### src/hdl/pfc_cfg.svh
`ifndef PFC_CFG_SVH
`define PFC_CFG_SVH
`define PFC_AW             8
`define PFC_CNT_W          16
`define PFC_IDX_FLOW       8'h08
`define PFC_IDX_AUTO       8'h10
`define PFC_IDX_CTRL       8'h11
`define PFC_IDX_STAT       8'h12
`define PFC_ADDR_FLOW      (`PFC_IDX_FLOW << 2)
`define PFC_ADDR_AUTO      (`PFC_IDX_AUTO << 2)
`define PFC_ADDR_CTRL      (`PFC_IDX_CTRL << 2)
`define PFC_ADDR_STAT      (`PFC_IDX_STAT << 2)
`define PFC_FLOW_PT_HI     31
`define PFC_FLOW_PT_LO     16
`define PFC_FLOW_PASS      2
`define PFC_FLOW_EN        1
`define PFC_FLOW_BUSY      0
`define PFC_AUTO_SEND      0
`define PFC_CTRL_FDX       0
`define PFC_CTRL_TXEN      1
`define PFC_CTRL_PROM      2
`define PFC_CTRL_SPD10     3
`define PFC_STAT_STALL     0
`define PFC_STAT_BP        1
`define PFC_RST_PT         16'h0000
`define PFC_RESP_OKAY      2'h0
`define PFC_RESP_SLVERR    2'h2
`define PFC_CLK_NS         10
`define PFC_SLOT_BITS      512
`define PFC_BIT_NS_100     10
`define PFC_BIT_NS_10      100
`define PFC_ETYPE_HI       8'h88
`define PFC_ETYPE_LO       8'h08
`define PFC_OPC_HI         8'h00
`define PFC_OPC_LO         8'h01
`define PFC_DA_B0          8'h01
`define PFC_DA_B1          8'h80
`define PFC_DA_B2          8'hC2
`define PFC_DA_B5          8'h01
`define PFC_HDR_LEN        5'h12
`endif

### src/hdl/pfc_pkg.sv
`include "pfc_cfg.svh"
package pfc_pkg;
    typedef struct packed {
        logic               aw_got;
        logic [`PFC_AW-1:0] awaddr;
        logic               w_got;
        logic [31:0]        wdata;
        logic [3:0]         wstrb;
        logic               bvalid;
        logic [1:0]         bresp;
        logic               rvalid;
        logic [31:0]        rdata;
        logic [1:0]         rresp;
        logic [15:0]        pause_time;
        logic               pass_ctrl;
        logic               flow_en;
        logic               busy;
        logic               full_duplex;
        logic               tx_en;
        logic               promisc;
        logic               speed10;
        logic [15:0]        tx_time;
        logic               rx_valid;
        logic [7:0]         rx_data;
        logic               rx_sof;
        logic               rx_eof;
        logic               st_filter;
        logic               st_err;
        logic               bp;
    } pfc_top_s;
    typedef struct packed {
        logic [4:0]  idx;
        logic        match;
        logic [15:0] ptime;
        logic        done;
        logic        is_pause;
        logic        err;
        logic [15:0] out_time;
    } pfc_det_s;
    typedef struct packed {
        logic [15:0]           quanta;
        logic [`PFC_CNT_W-1:0] cycles;
    } pfc_tmr_s;
endpackage : pfc_pkg

### src/hdl/pfc_flow_top.sv
`timescale 1ns/1ps
`include "pfc_cfg.svh"
// Notes on behaviour
// - Each transmitted PAUSE frame carries the pause time value held in bits 31:16 of the flow register.
// - In full duplex flow busy stays one while a PAUSE frame is sent and clears when it is done.
// - Flow busy is set by the automatic flow-control start, never by a flow register write.
// - With the transmitter disabled no PAUSE frame is sent and no back pressure is driven.
// - With pass control frames and flow enable set, a valid pause frame sets its packet filter bit.
// - With pass control frames clear and promiscuous off, the packet filter bit of received frames reads zero.
// - The data of every received frame is forwarded.
// - Promiscuous reception overrides pass control frames when the packet filter bit is formed.
// - With flow enable set in full duplex, a valid PAUSE stalls the transmitter for time times slot time.
// - With flow enable clear, no frame is decoded as a PAUSE and no pause is obeyed.
// - In half duplex, flow enable turns on back pressure instead of pause handling.
// - PAUSE transmission is started through the separate auto flow config register or the request pin.
module pfc_flow_top
    import pfc_pkg::*;
#(
    parameter int SLOT_CYCLES_100 = `PFC_SLOT_BITS * `PFC_BIT_NS_100 / `PFC_CLK_NS,
    parameter int SLOT_CYCLES_10  = `PFC_SLOT_BITS * `PFC_BIT_NS_10 / `PFC_CLK_NS
)
(
    input  logic               I_REF_CLK,
    input  logic               I_SYS_RST,
    input  logic [`PFC_AW-1:0] I_AXI_AWADDR,
    input  logic               I_AXI_AWVALID,
    output logic               O_AXI_AWREADY,
    input  logic [31:0]        I_AXI_WDATA,
    input  logic [3:0]         I_AXI_WSTRB,
    input  logic               I_AXI_WVALID,
    output logic               O_AXI_WREADY,
    output logic [1:0]         O_AXI_BRESP,
    output logic               O_AXI_BVALID,
    input  logic               I_AXI_BREADY,
    input  logic [`PFC_AW-1:0] I_AXI_ARADDR,
    input  logic               I_AXI_ARVALID,
    output logic               O_AXI_ARREADY,
    output logic [31:0]        O_AXI_RDATA,
    output logic [1:0]         O_AXI_RRESP,
    output logic               O_AXI_RVALID,
    input  logic               I_AXI_RREADY,
    input  logic               I_AUTO_PAUSE_REQ,
    output logic               O_PAUSE_TX_REQ,
    output logic [15:0]        O_PAUSE_TX_TIME,
    input  logic               I_PAUSE_TX_DONE,
    output logic               O_TX_STALL,
    input  logic               I_RX_CONGESTED,
    output logic               O_BACK_PRESSURE,
    input  logic               I_RX_VALID,
    input  logic [7:0]         I_RX_DATA,
    input  logic               I_RX_SOF,
    input  logic               I_RX_EOF,
    input  logic               I_RX_ERR,
    output logic               O_RX_VALID,
    output logic [7:0]         O_RX_DATA,
    output logic               O_RX_SOF,
    output logic               O_RX_EOF,
    output logic               O_RX_STATUS_VALID,
    output logic               O_RX_STATUS_FILTER,
    output logic               O_RX_STATUS_ERR
);
    localparam int CNT_MAX = (1 << `PFC_CNT_W) - 1;

    generate
        if (SLOT_CYCLES_100 < 1 || SLOT_CYCLES_100 > CNT_MAX || SLOT_CYCLES_10 < 1 || SLOT_CYCLES_10 > CNT_MAX)
        begin : g_bad_slot
            $error("Slot cycle parameters do not fit the slot counter.");
        end
    endgenerate

    pfc_top_s              st;
    pfc_top_s              next_st;
    logic                  det_done;
    logic                  det_pause;
    logic                  det_err;
    logic [15:0]           det_time;
    logic                  pause_load;
    logic                  stall;
    logic [15:0]           stall_left;
    logic [`PFC_CNT_W-1:0] slot_cycles;
    logic                  wr_fire;
    logic                  start_pause;

    // One quantum is a slot of 512 bit times.
    assign slot_cycles = st.speed10 ? `PFC_CNT_W'(SLOT_CYCLES_10) : `PFC_CNT_W'(SLOT_CYCLES_100);

    pfc_pause_detect u_detect (
        .i_clk        (I_REF_CLK),
        .i_rst        (I_SYS_RST),
        .i_enable     (st.flow_en),
        .i_valid      (I_RX_VALID),
        .i_data       (I_RX_DATA),
        .i_sof        (I_RX_SOF),
        .i_eof        (I_RX_EOF),
        .i_err        (I_RX_ERR),
        .o_done       (det_done),
        .o_is_pause   (det_pause),
        .o_err        (det_err),
        .o_pause_time (det_time)
    );

    // A decoded pause is obeyed only with flow enable set in full duplex.
    assign pause_load = det_done & det_pause & st.flow_en & st.full_duplex;

    pfc_slot_timer u_timer (
        .i_clk         (I_REF_CLK),
        .i_rst         (I_SYS_RST),
        .i_load        (pause_load),
        .i_quanta      (det_time),
        .i_slot_cycles (slot_cycles),
        .o_active      (stall),
        .o_remaining   (stall_left)
    );

    assign wr_fire = st.aw_got & st.w_got & ~st.bvalid;

    // A pause frame starts from auto flow config or the request pin.
    always_comb
    begin
        logic req;
        req = I_AUTO_PAUSE_REQ;
        if (wr_fire && st.awaddr == `PFC_ADDR_AUTO && st.wstrb[0] && st.wdata[`PFC_AUTO_SEND])
            req = 1'b1;
        start_pause = req & st.full_duplex & st.tx_en & ~st.busy;
    end

    function automatic logic [31:0] read_word(input pfc_top_s s, input logic [`PFC_AW-1:0] a,
                                              input logic stl, input logic [15:0] left);
        logic [31:0] v;
        v = 32'h0000_0000;
        if (a == `PFC_ADDR_FLOW)
        begin
            v[`PFC_FLOW_PT_HI:`PFC_FLOW_PT_LO] = s.pause_time;
            v[`PFC_FLOW_PASS] = s.pass_ctrl;
            v[`PFC_FLOW_EN] = s.flow_en;
            v[`PFC_FLOW_BUSY] = s.busy;
        end
        else if (a == `PFC_ADDR_CTRL)
        begin
            v[`PFC_CTRL_FDX] = s.full_duplex;
            v[`PFC_CTRL_TXEN] = s.tx_en;
            v[`PFC_CTRL_PROM] = s.promisc;
            v[`PFC_CTRL_SPD10] = s.speed10;
        end
        else if (a == `PFC_ADDR_STAT)
        begin
            v[31:16] = left;
            v[`PFC_STAT_STALL] = stl;
            v[`PFC_STAT_BP] = s.bp;
        end
        read_word = v;
    endfunction : read_word

    function automatic logic addr_ok(input logic [`PFC_AW-1:0] a);
        addr_ok = (a == `PFC_ADDR_FLOW) || (a == `PFC_ADDR_AUTO) || (a == `PFC_ADDR_CTRL) || (a == `PFC_ADDR_STAT);
    endfunction : addr_ok

    always_comb
    begin
        next_st = st;
        if (I_AXI_AWVALID && O_AXI_AWREADY)
        begin
            next_st.aw_got = 1'b1;
            next_st.awaddr = I_AXI_AWADDR;
        end
        if (I_AXI_WVALID && O_AXI_WREADY)
        begin
            next_st.w_got = 1'b1;
            next_st.wdata = I_AXI_WDATA;
            next_st.wstrb = I_AXI_WSTRB;
        end
        if (wr_fire)
        begin
            next_st.aw_got = 1'b0;
            next_st.w_got = 1'b0;
            next_st.bvalid = 1'b1;
            next_st.bresp = addr_ok(st.awaddr) ? `PFC_RESP_OKAY : `PFC_RESP_SLVERR;
            if (st.awaddr == `PFC_ADDR_FLOW)
            begin
                if (st.wstrb[3])
                    next_st.pause_time[15:8] = st.wdata[31:24];
                if (st.wstrb[2])
                    next_st.pause_time[7:0] = st.wdata[23:16];
                if (st.wstrb[0])
                begin
                    next_st.pass_ctrl = st.wdata[`PFC_FLOW_PASS];
                    next_st.flow_en = st.wdata[`PFC_FLOW_EN];
                end
            end
            if (st.awaddr == `PFC_ADDR_CTRL && st.wstrb[0])
            begin
                next_st.full_duplex = st.wdata[`PFC_CTRL_FDX];
                next_st.tx_en = st.wdata[`PFC_CTRL_TXEN];
                next_st.promisc = st.wdata[`PFC_CTRL_PROM];
                next_st.speed10 = st.wdata[`PFC_CTRL_SPD10];
            end
        end
        else if (st.bvalid && I_AXI_BREADY)
            next_st.bvalid = 1'b0;
        if (st.rvalid && I_AXI_RREADY)
            next_st.rvalid = 1'b0;
        if (I_AXI_ARVALID && O_AXI_ARREADY)
        begin
            next_st.rvalid = 1'b1;
            next_st.rdata = read_word(st, I_AXI_ARADDR, stall, stall_left);
            next_st.rresp = addr_ok(I_AXI_ARADDR) ? `PFC_RESP_OKAY : `PFC_RESP_SLVERR;
        end
        // Done clears busy; a start in that cycle is refused.
        if (st.busy && I_PAUSE_TX_DONE)
            next_st.busy = 1'b0;
        if (start_pause)
        begin
            next_st.busy = 1'b1;
            next_st.tx_time = st.pause_time;
        end
        next_st.bp = ~st.full_duplex & st.flow_en & st.tx_en & I_RX_CONGESTED;
        next_st.rx_valid = I_RX_VALID;
        next_st.rx_data = I_RX_DATA;
        next_st.rx_sof = I_RX_SOF & I_RX_VALID;
        next_st.rx_eof = I_RX_EOF & I_RX_VALID;
    end

    // Status comes with the forwarded last byte.
    always_comb
    begin
        O_RX_STATUS_VALID = det_done;
        O_RX_STATUS_ERR = det_err;
        if (st.promisc)
            O_RX_STATUS_FILTER = det_done;
        else
            O_RX_STATUS_FILTER = det_done & st.pass_ctrl & det_pause;
    end

    always_ff @(posedge I_REF_CLK)
    begin
        if (I_SYS_RST)
        begin
            st <= '0;
            st.pause_time <= `PFC_RST_PT;
            st.bresp <= `PFC_RESP_OKAY;
            st.rresp <= `PFC_RESP_OKAY;
        end
        else
            st <= next_st;
    end

    assign O_AXI_AWREADY   = ~st.aw_got & ~st.bvalid;
    assign O_AXI_WREADY    = ~st.w_got & ~st.bvalid;
    assign O_AXI_BVALID    = st.bvalid;
    assign O_AXI_BRESP     = st.bresp;
    assign O_AXI_ARREADY   = ~st.rvalid;
    assign O_AXI_RVALID    = st.rvalid;
    assign O_AXI_RDATA     = st.rdata;
    assign O_AXI_RRESP     = st.rresp;
    assign O_PAUSE_TX_REQ  = st.busy;
    assign O_PAUSE_TX_TIME = st.tx_time;
    assign O_TX_STALL      = stall;
    assign O_BACK_PRESSURE = st.bp;
    assign O_RX_VALID      = st.rx_valid;
    assign O_RX_DATA       = st.rx_data;
    assign O_RX_SOF        = st.rx_sof;
    assign O_RX_EOF        = st.rx_eof;
endmodule : pfc_flow_top

### src/hdl/pfc_pause_detect.sv
`timescale 1ns/1ps
`include "pfc_cfg.svh"
module pfc_pause_detect
    import pfc_pkg::*;
(
    input  logic        i_clk,
    input  logic        i_rst,
    input  logic        i_enable,
    input  logic        i_valid,
    input  logic [7:0]  i_data,
    input  logic        i_sof,
    input  logic        i_eof,
    input  logic        i_err,
    output logic        o_done,
    output logic        o_is_pause,
    output logic        o_err,
    output logic [15:0] o_pause_time
);
    pfc_det_s st;
    pfc_det_s next_st;

    function automatic logic byte_ok(input logic [4:0] b, input logic [7:0] d);
        case (b)
            5'h00:   byte_ok = (d == `PFC_DA_B0);
            5'h01:   byte_ok = (d == `PFC_DA_B1);
            5'h02:   byte_ok = (d == `PFC_DA_B2);
            5'h03:   byte_ok = (d == 8'h00);
            5'h04:   byte_ok = (d == 8'h00);
            5'h05:   byte_ok = (d == `PFC_DA_B5);
            5'h0C:   byte_ok = (d == `PFC_ETYPE_HI);
            5'h0D:   byte_ok = (d == `PFC_ETYPE_LO);
            5'h0E:   byte_ok = (d == `PFC_OPC_HI);
            5'h0F:   byte_ok = (d == `PFC_OPC_LO);
            default: byte_ok = 1'b1;
        endcase
    endfunction : byte_ok

    always_comb
    begin
        logic [4:0] b;
        logic       m;
        b = i_sof ? 5'h00 : st.idx;
        m = i_sof ? 1'b1 : st.match;
        next_st = st;
        next_st.done = 1'b0;
        if (i_valid)
        begin
            next_st.match = m & byte_ok(b, i_data);
            if (b == 5'h10)
                next_st.ptime[15:8] = i_data;
            if (b == 5'h11)
                next_st.ptime[7:0] = i_data;
            if (b != `PFC_HDR_LEN)
                next_st.idx = b + 5'h01;
            else
                next_st.idx = b;
            if (i_eof)
            begin
                next_st.done = 1'b1;
                next_st.err = i_err;
                next_st.is_pause = i_enable & next_st.match & ~i_err & (next_st.idx == `PFC_HDR_LEN);
                next_st.out_time = {(b == 5'h10) ? i_data : next_st.ptime[15:8], next_st.ptime[7:0]};
            end
        end
    end

    always_ff @(posedge i_clk)
    begin
        if (i_rst)
            st <= '0;
        else
            st <= next_st;
    end

    assign o_done       = st.done;
    assign o_is_pause   = st.is_pause;
    assign o_err        = st.err;
    assign o_pause_time = st.out_time;
endmodule : pfc_pause_detect

### src/hdl/pfc_slot_timer.sv
`timescale 1ns/1ps
`include "pfc_cfg.svh"
module pfc_slot_timer
    import pfc_pkg::*;
(
    input  logic                  i_clk,
    input  logic                  i_rst,
    input  logic                  i_load,
    input  logic [15:0]           i_quanta,
    input  logic [`PFC_CNT_W-1:0] i_slot_cycles,
    output logic                  o_active,
    output logic [15:0]           o_remaining
);
    pfc_tmr_s st;
    pfc_tmr_s next_st;

    always_comb
    begin
        next_st = st;
        if (i_load)
        begin
            next_st.quanta = i_quanta;
            next_st.cycles = i_slot_cycles - `PFC_CNT_W'(1);
        end
        else if (st.quanta != 16'h0000)
        begin
            if (st.cycles == '0)
            begin
                next_st.quanta = st.quanta - 16'h0001;
                next_st.cycles = i_slot_cycles - `PFC_CNT_W'(1);
            end
            else
                next_st.cycles = st.cycles - `PFC_CNT_W'(1);
        end
    end

    always_ff @(posedge i_clk)
    begin
        if (i_rst)
            st <= '0;
        else
            st <= next_st;
    end

    assign o_active    = (st.quanta != 16'h0000);
    assign o_remaining = st.quanta;
endmodule : pfc_slot_timer

### config.mk
export PLATFORM = sky130hd
export DESIGN_NAME = pfc_flow_top
export DESIGN_NICKNAME = d
export VERILOG_FILES = /design/src/hdl/pfc_pkg.sv /design/src/hdl/pfc_flow_top.sv /design/src/hdl/pfc_pause_detect.sv /design/src/hdl/pfc_slot_timer.sv
export VERILOG_INCLUDE_DIRS = /design/src /design/src/hdl
export SDC_FILE = /design/constraint.sdc
export NUM_CORES = 1
export LEC_CHECK = 0
export ABC_AREA = 1
export BUFFER_PORTS_ARGS = -buffer_cell sky130_fd_sc_hd__buf_2
export CAP_MARGIN = 20
export CORE_ASPECT_RATIO = 0.5
export CORE_MARGIN = 5
export CORE_UTILIZATION = 56
export CTS_CLUSTER_DIAMETER = 30
export CTS_CLUSTER_SIZE = 8
export DETAILED_ROUTE_END_ITERATION = 16
export HOLD_SLACK_MARGIN = 0.12
export PLACE_DENSITY = 0.8
export SLEW_MARGIN = 20
export SYNTH_ARGS = -nofsm -noshare
export SYNTH_HDL_FRONTEND = slang
export SYNTH_SLANG_ARGS = --single-unit
### constraint.sdc
create_clock -name I_REF_CLK -period 2.6 [get_ports I_REF_CLK]
set_clock_uncertainty 0.1 [all_clocks]
set_input_delay 0.78 -clock I_REF_CLK [delete_from_list [all_inputs] [get_ports I_REF_CLK]]
set_output_delay 0.78 -clock I_REF_CLK [all_outputs]
set_load 0.005 [all_outputs]
==> results.md <==
* Wire per inst at 15.0 µm
* FP Rows at 32
* Async set-or-reset flop fraction in the synthesized netlist at 0
* Antenna viol nets, final at 0
* Seq/Total Area, Yosys at 0.420
* Power per cell area at 1150 nW/µm²
* Synth Register Bits at 181
* Crit. End Element: output pin
* Worst R2R Path Depth at 11
* Synth top area share at 0.420
* Critical path class: reg -> out
* DRT Pass-1 Iters at 5
* Clock power share at 0.233
* Global-route wire length before repair at 35.9 mm
* Die width at 186 µm
* Synth Instances at 1178
* WP buf/inv at 2
* Hold Path Depth at 2
* Fmax at 0.390 GHz
* I/O pin cnt at 148
* Worst path arrival time at 1690 ps
* Delay-heaviest family, CP: simple AND/OR/NAND/NOR gates
* Buffers on Ports at 120
* Core area at 15300 µm²
* GP Congestion at 0.883
* Fin area at 9680 µm²
* Post-DP Area at 8990 µm²
* Drt drc at 0
* Yosys Warn Count at 0
* Crit path max fanout at 3
* H-tree Lvls at 4
* Total Wirelength at 21.9 mm
* NumNets Final at 1322
* CTS tree: done
* Switch Pwr at 4.86 mW
* Max-cap violation count at 0
* Distinct cell type count after synthesis at 52
* Hold Vio Cnt, Final at 0
* Starting Density at 0.566
* Main synth FF type: dfxtp_1
* CP startpoint kind: flop
* Diodes inserted at 0
* RSZ-0062 raised after global routing: no
* CTS Sinks at 181
* Global Route Usage Sum at 0.238
* Cell Area, Synth at 8630 µm²
* Status: completed
* Clock Latency Late Sink at 440 ps
* Top area cells in the synthesized netlist: dfxtp_1, o21ai_0, a21oi_1
* Initial antenna violation count at 0
* Largest net degree at the start of global routing at 91
* Net Sw Frac at 0.436
* Tmin final at 2570 ps
* Synthesized area per cell at 7.33 µm²
* Reg clk slew, reported paths at 80 ps
* CTS Buf Count at 17
* Via density at 5.43
* Area leader, netlist: dfxtp_1
* Max VDD drop at 742 µV
* Final Hold Slack at 347 ps
* Vias in the first global route at 7446
* Layout cells sized above 1 at 0.203
* Reg power frac at 0.302
* Longest Clk Path Bufs at 2
* Relative slew slack at 0.503
* Die area at 18100 µm²
* Critical path's slowest cell: dfxtp_2
* Worst hold path class: reg -> reg
* HPWL after DPL at 15.5 mm
* CP cell instances: inv_2, ha_4, nand4_1, nor4_2, nand2_1, buf_2
* Worst slew pin tran at 745 ps
* Post-synth EDFFs at 0
* Part of the cycle the worst path needs at 0.987
* CP Data Required Time at 1720 ps
* Total gr overflow at 0
* Final Max Tran Viols at 0
* Pleak at 4.42 nW
* Max stage delay on crit path at 340 ps
* Stages on the worst setup path at 6
* Vias at 7941
* Internal at 6.28 mW
* Comb power frac at 0.464
* Clk root buf: clkbuf_16
* Area growth syn-to-layout at 12.1%
* Die Y at 97.8 µm
* Final-report setup violation count at 0
* Starting DRT DRC Count at 708
## repair_timing
item,CTS,global route
hold buffers,0,0
resized for setup,7,1
pin swaps,4,4
setup endpoints to repair,1,1
buffers inserted,5,3
## metal layers
layer,track usage,share of wire,wire length (µm)
met5,0,0,0
met2,0.373,0.44,9730
met3,0.0484,0.082,1800
met4,0.0593,0.013,274
met1,0.338,0.46,10100
## final timing paths
path | slack, ps | start | to
setup / recovery | 30 | u_timer.o_remaining[0] | O_TX_STALL
hold / removal | 350 | st[117] | st[43]
setup reg to reg | 290 | u_timer.st[0] | u_timer.o_remaining[12]
hold reg to reg | 350 | st[117] | st[43]
## registers in the layout, indices dropped and copies added, names as in the netlist, 8 cells and up
name,flops
O_AXI_RDATA,20
u_timer.st,16
O_RX_DATA,8
u_detect.st,22
O_PAUSE_TX_TIME,16
st,55
u_timer.o_remaining,16
u_detect.o_pause_time,16
## through the flow
stage               std cells  power (mW)  worst slack (ps)   util  setup TNS, ps
CTS                      1459        11.0             -8.95  0.633          -8.95
finish                   1462        11.1              33.0  0.634              0
detailed placement       1422        8.20              73.3  0.589              0
global route             1462        12.0              1.78  0.634              0
global placement         1422        8.08              95.2  0.589              0
floorplan                1191        7.13               412      -              0
## power groups by stage
stage / Sequential [mW] / Clock, mW / Combinational, mW
after floorplan: 3.36 / 0 / 3.77
after global placement: 3.39 / 0 / 4.69
after detailed placement: 3.41 / 0 / 4.80
after CTS: 3.35 / 2.63 / 5.05
after global routing: 3.41 / 2.75 / 5.84
final: 3.37 / 2.60 / 5.17
## placed cells by master (no fill, tap or decap), types with 2 or more instances in the layout
cell type  instances
dfxtp_1          178
o21ai_0          157
inv_1            147
nand2_1          132
a21oi_1          127
nor2_1           126
buf_2            120
nand3_1           28
buf_4             25
nand4_1           18
clkbuf_16         17
o22ai_1           14
conb_1            14
inv_2             13
nor2_2            13
a31oi_1           12
o21ai_2           10
nor3_1             9
nand2_2            9
xor2_1             8
o21ai_1            6
nor4_2             5
nand3_2            5
clkinv_8           5
inv_8              5
o211ai_1           4
a211oi_1           3
a21oi_2            3
nor2_4             3
clkinv_1           3
inv_6              3
dfxtp_2            3
nor4_1             2
o31ai_1            2
and3_1             2
nand3b_1           2
inv_4              2
nor3_2             2
nand4_2            2
ha_1               2
## cell usage after synthesis, types with 3 or more instances
cell type  instances
buf_1              4
buf_4             63
clkbuf_1          33
dfxtp_1          181
nand3_2            5
ha_1               3
o22ai_1           14
inv_1            149
nand2_2            9
o21ai_2           10
buf_2              7
a211oi_1           3
nor4_2             4
xor2_1             8
nor4_1             3
o21ai_0          157
a21oi_1          127
nand4_1           18
nor2_2            13
o211ai_1           4
nand3_1           28
o21ai_1            6
a31oi_1           12
clkinv_1           3
nor2_4             3
nor2_1           126
nor3_1             9
nand2_1          132
buf_6              3
a21oi_2            3
inv_2             11
## cells by family after synthesis
kind of cell,share of synthesized area
xor gates and xnor gates,0.00812
AOI/OAI and AO/OA,0.218
DFF,0.420
adders and majority gates,0.00435
other,0.000434
and+or+nand+nor,0.197
buffers and inverters,0.153
## layout make-up
class                           instances  area, µm²
Timing Repair Buffer                  146        808
Clock buffer                           17        425
Tap cell                              204        255
Sequential cell                       181       3630
Inverter                              165        624
Multi-Input combinational cell        734       3750
Fill cell                            1350       5580
Clock inverter                         15        180
## worst reg2reg max path: cells and delay by family, from the launching register on
kind	cells	cell delay (ps)
fa+ha+maj	1	200
flops	1	350
compound gates	3	440
buf+inv	2	310
simple gates	5	790
(Power assumes the default switching activity.)
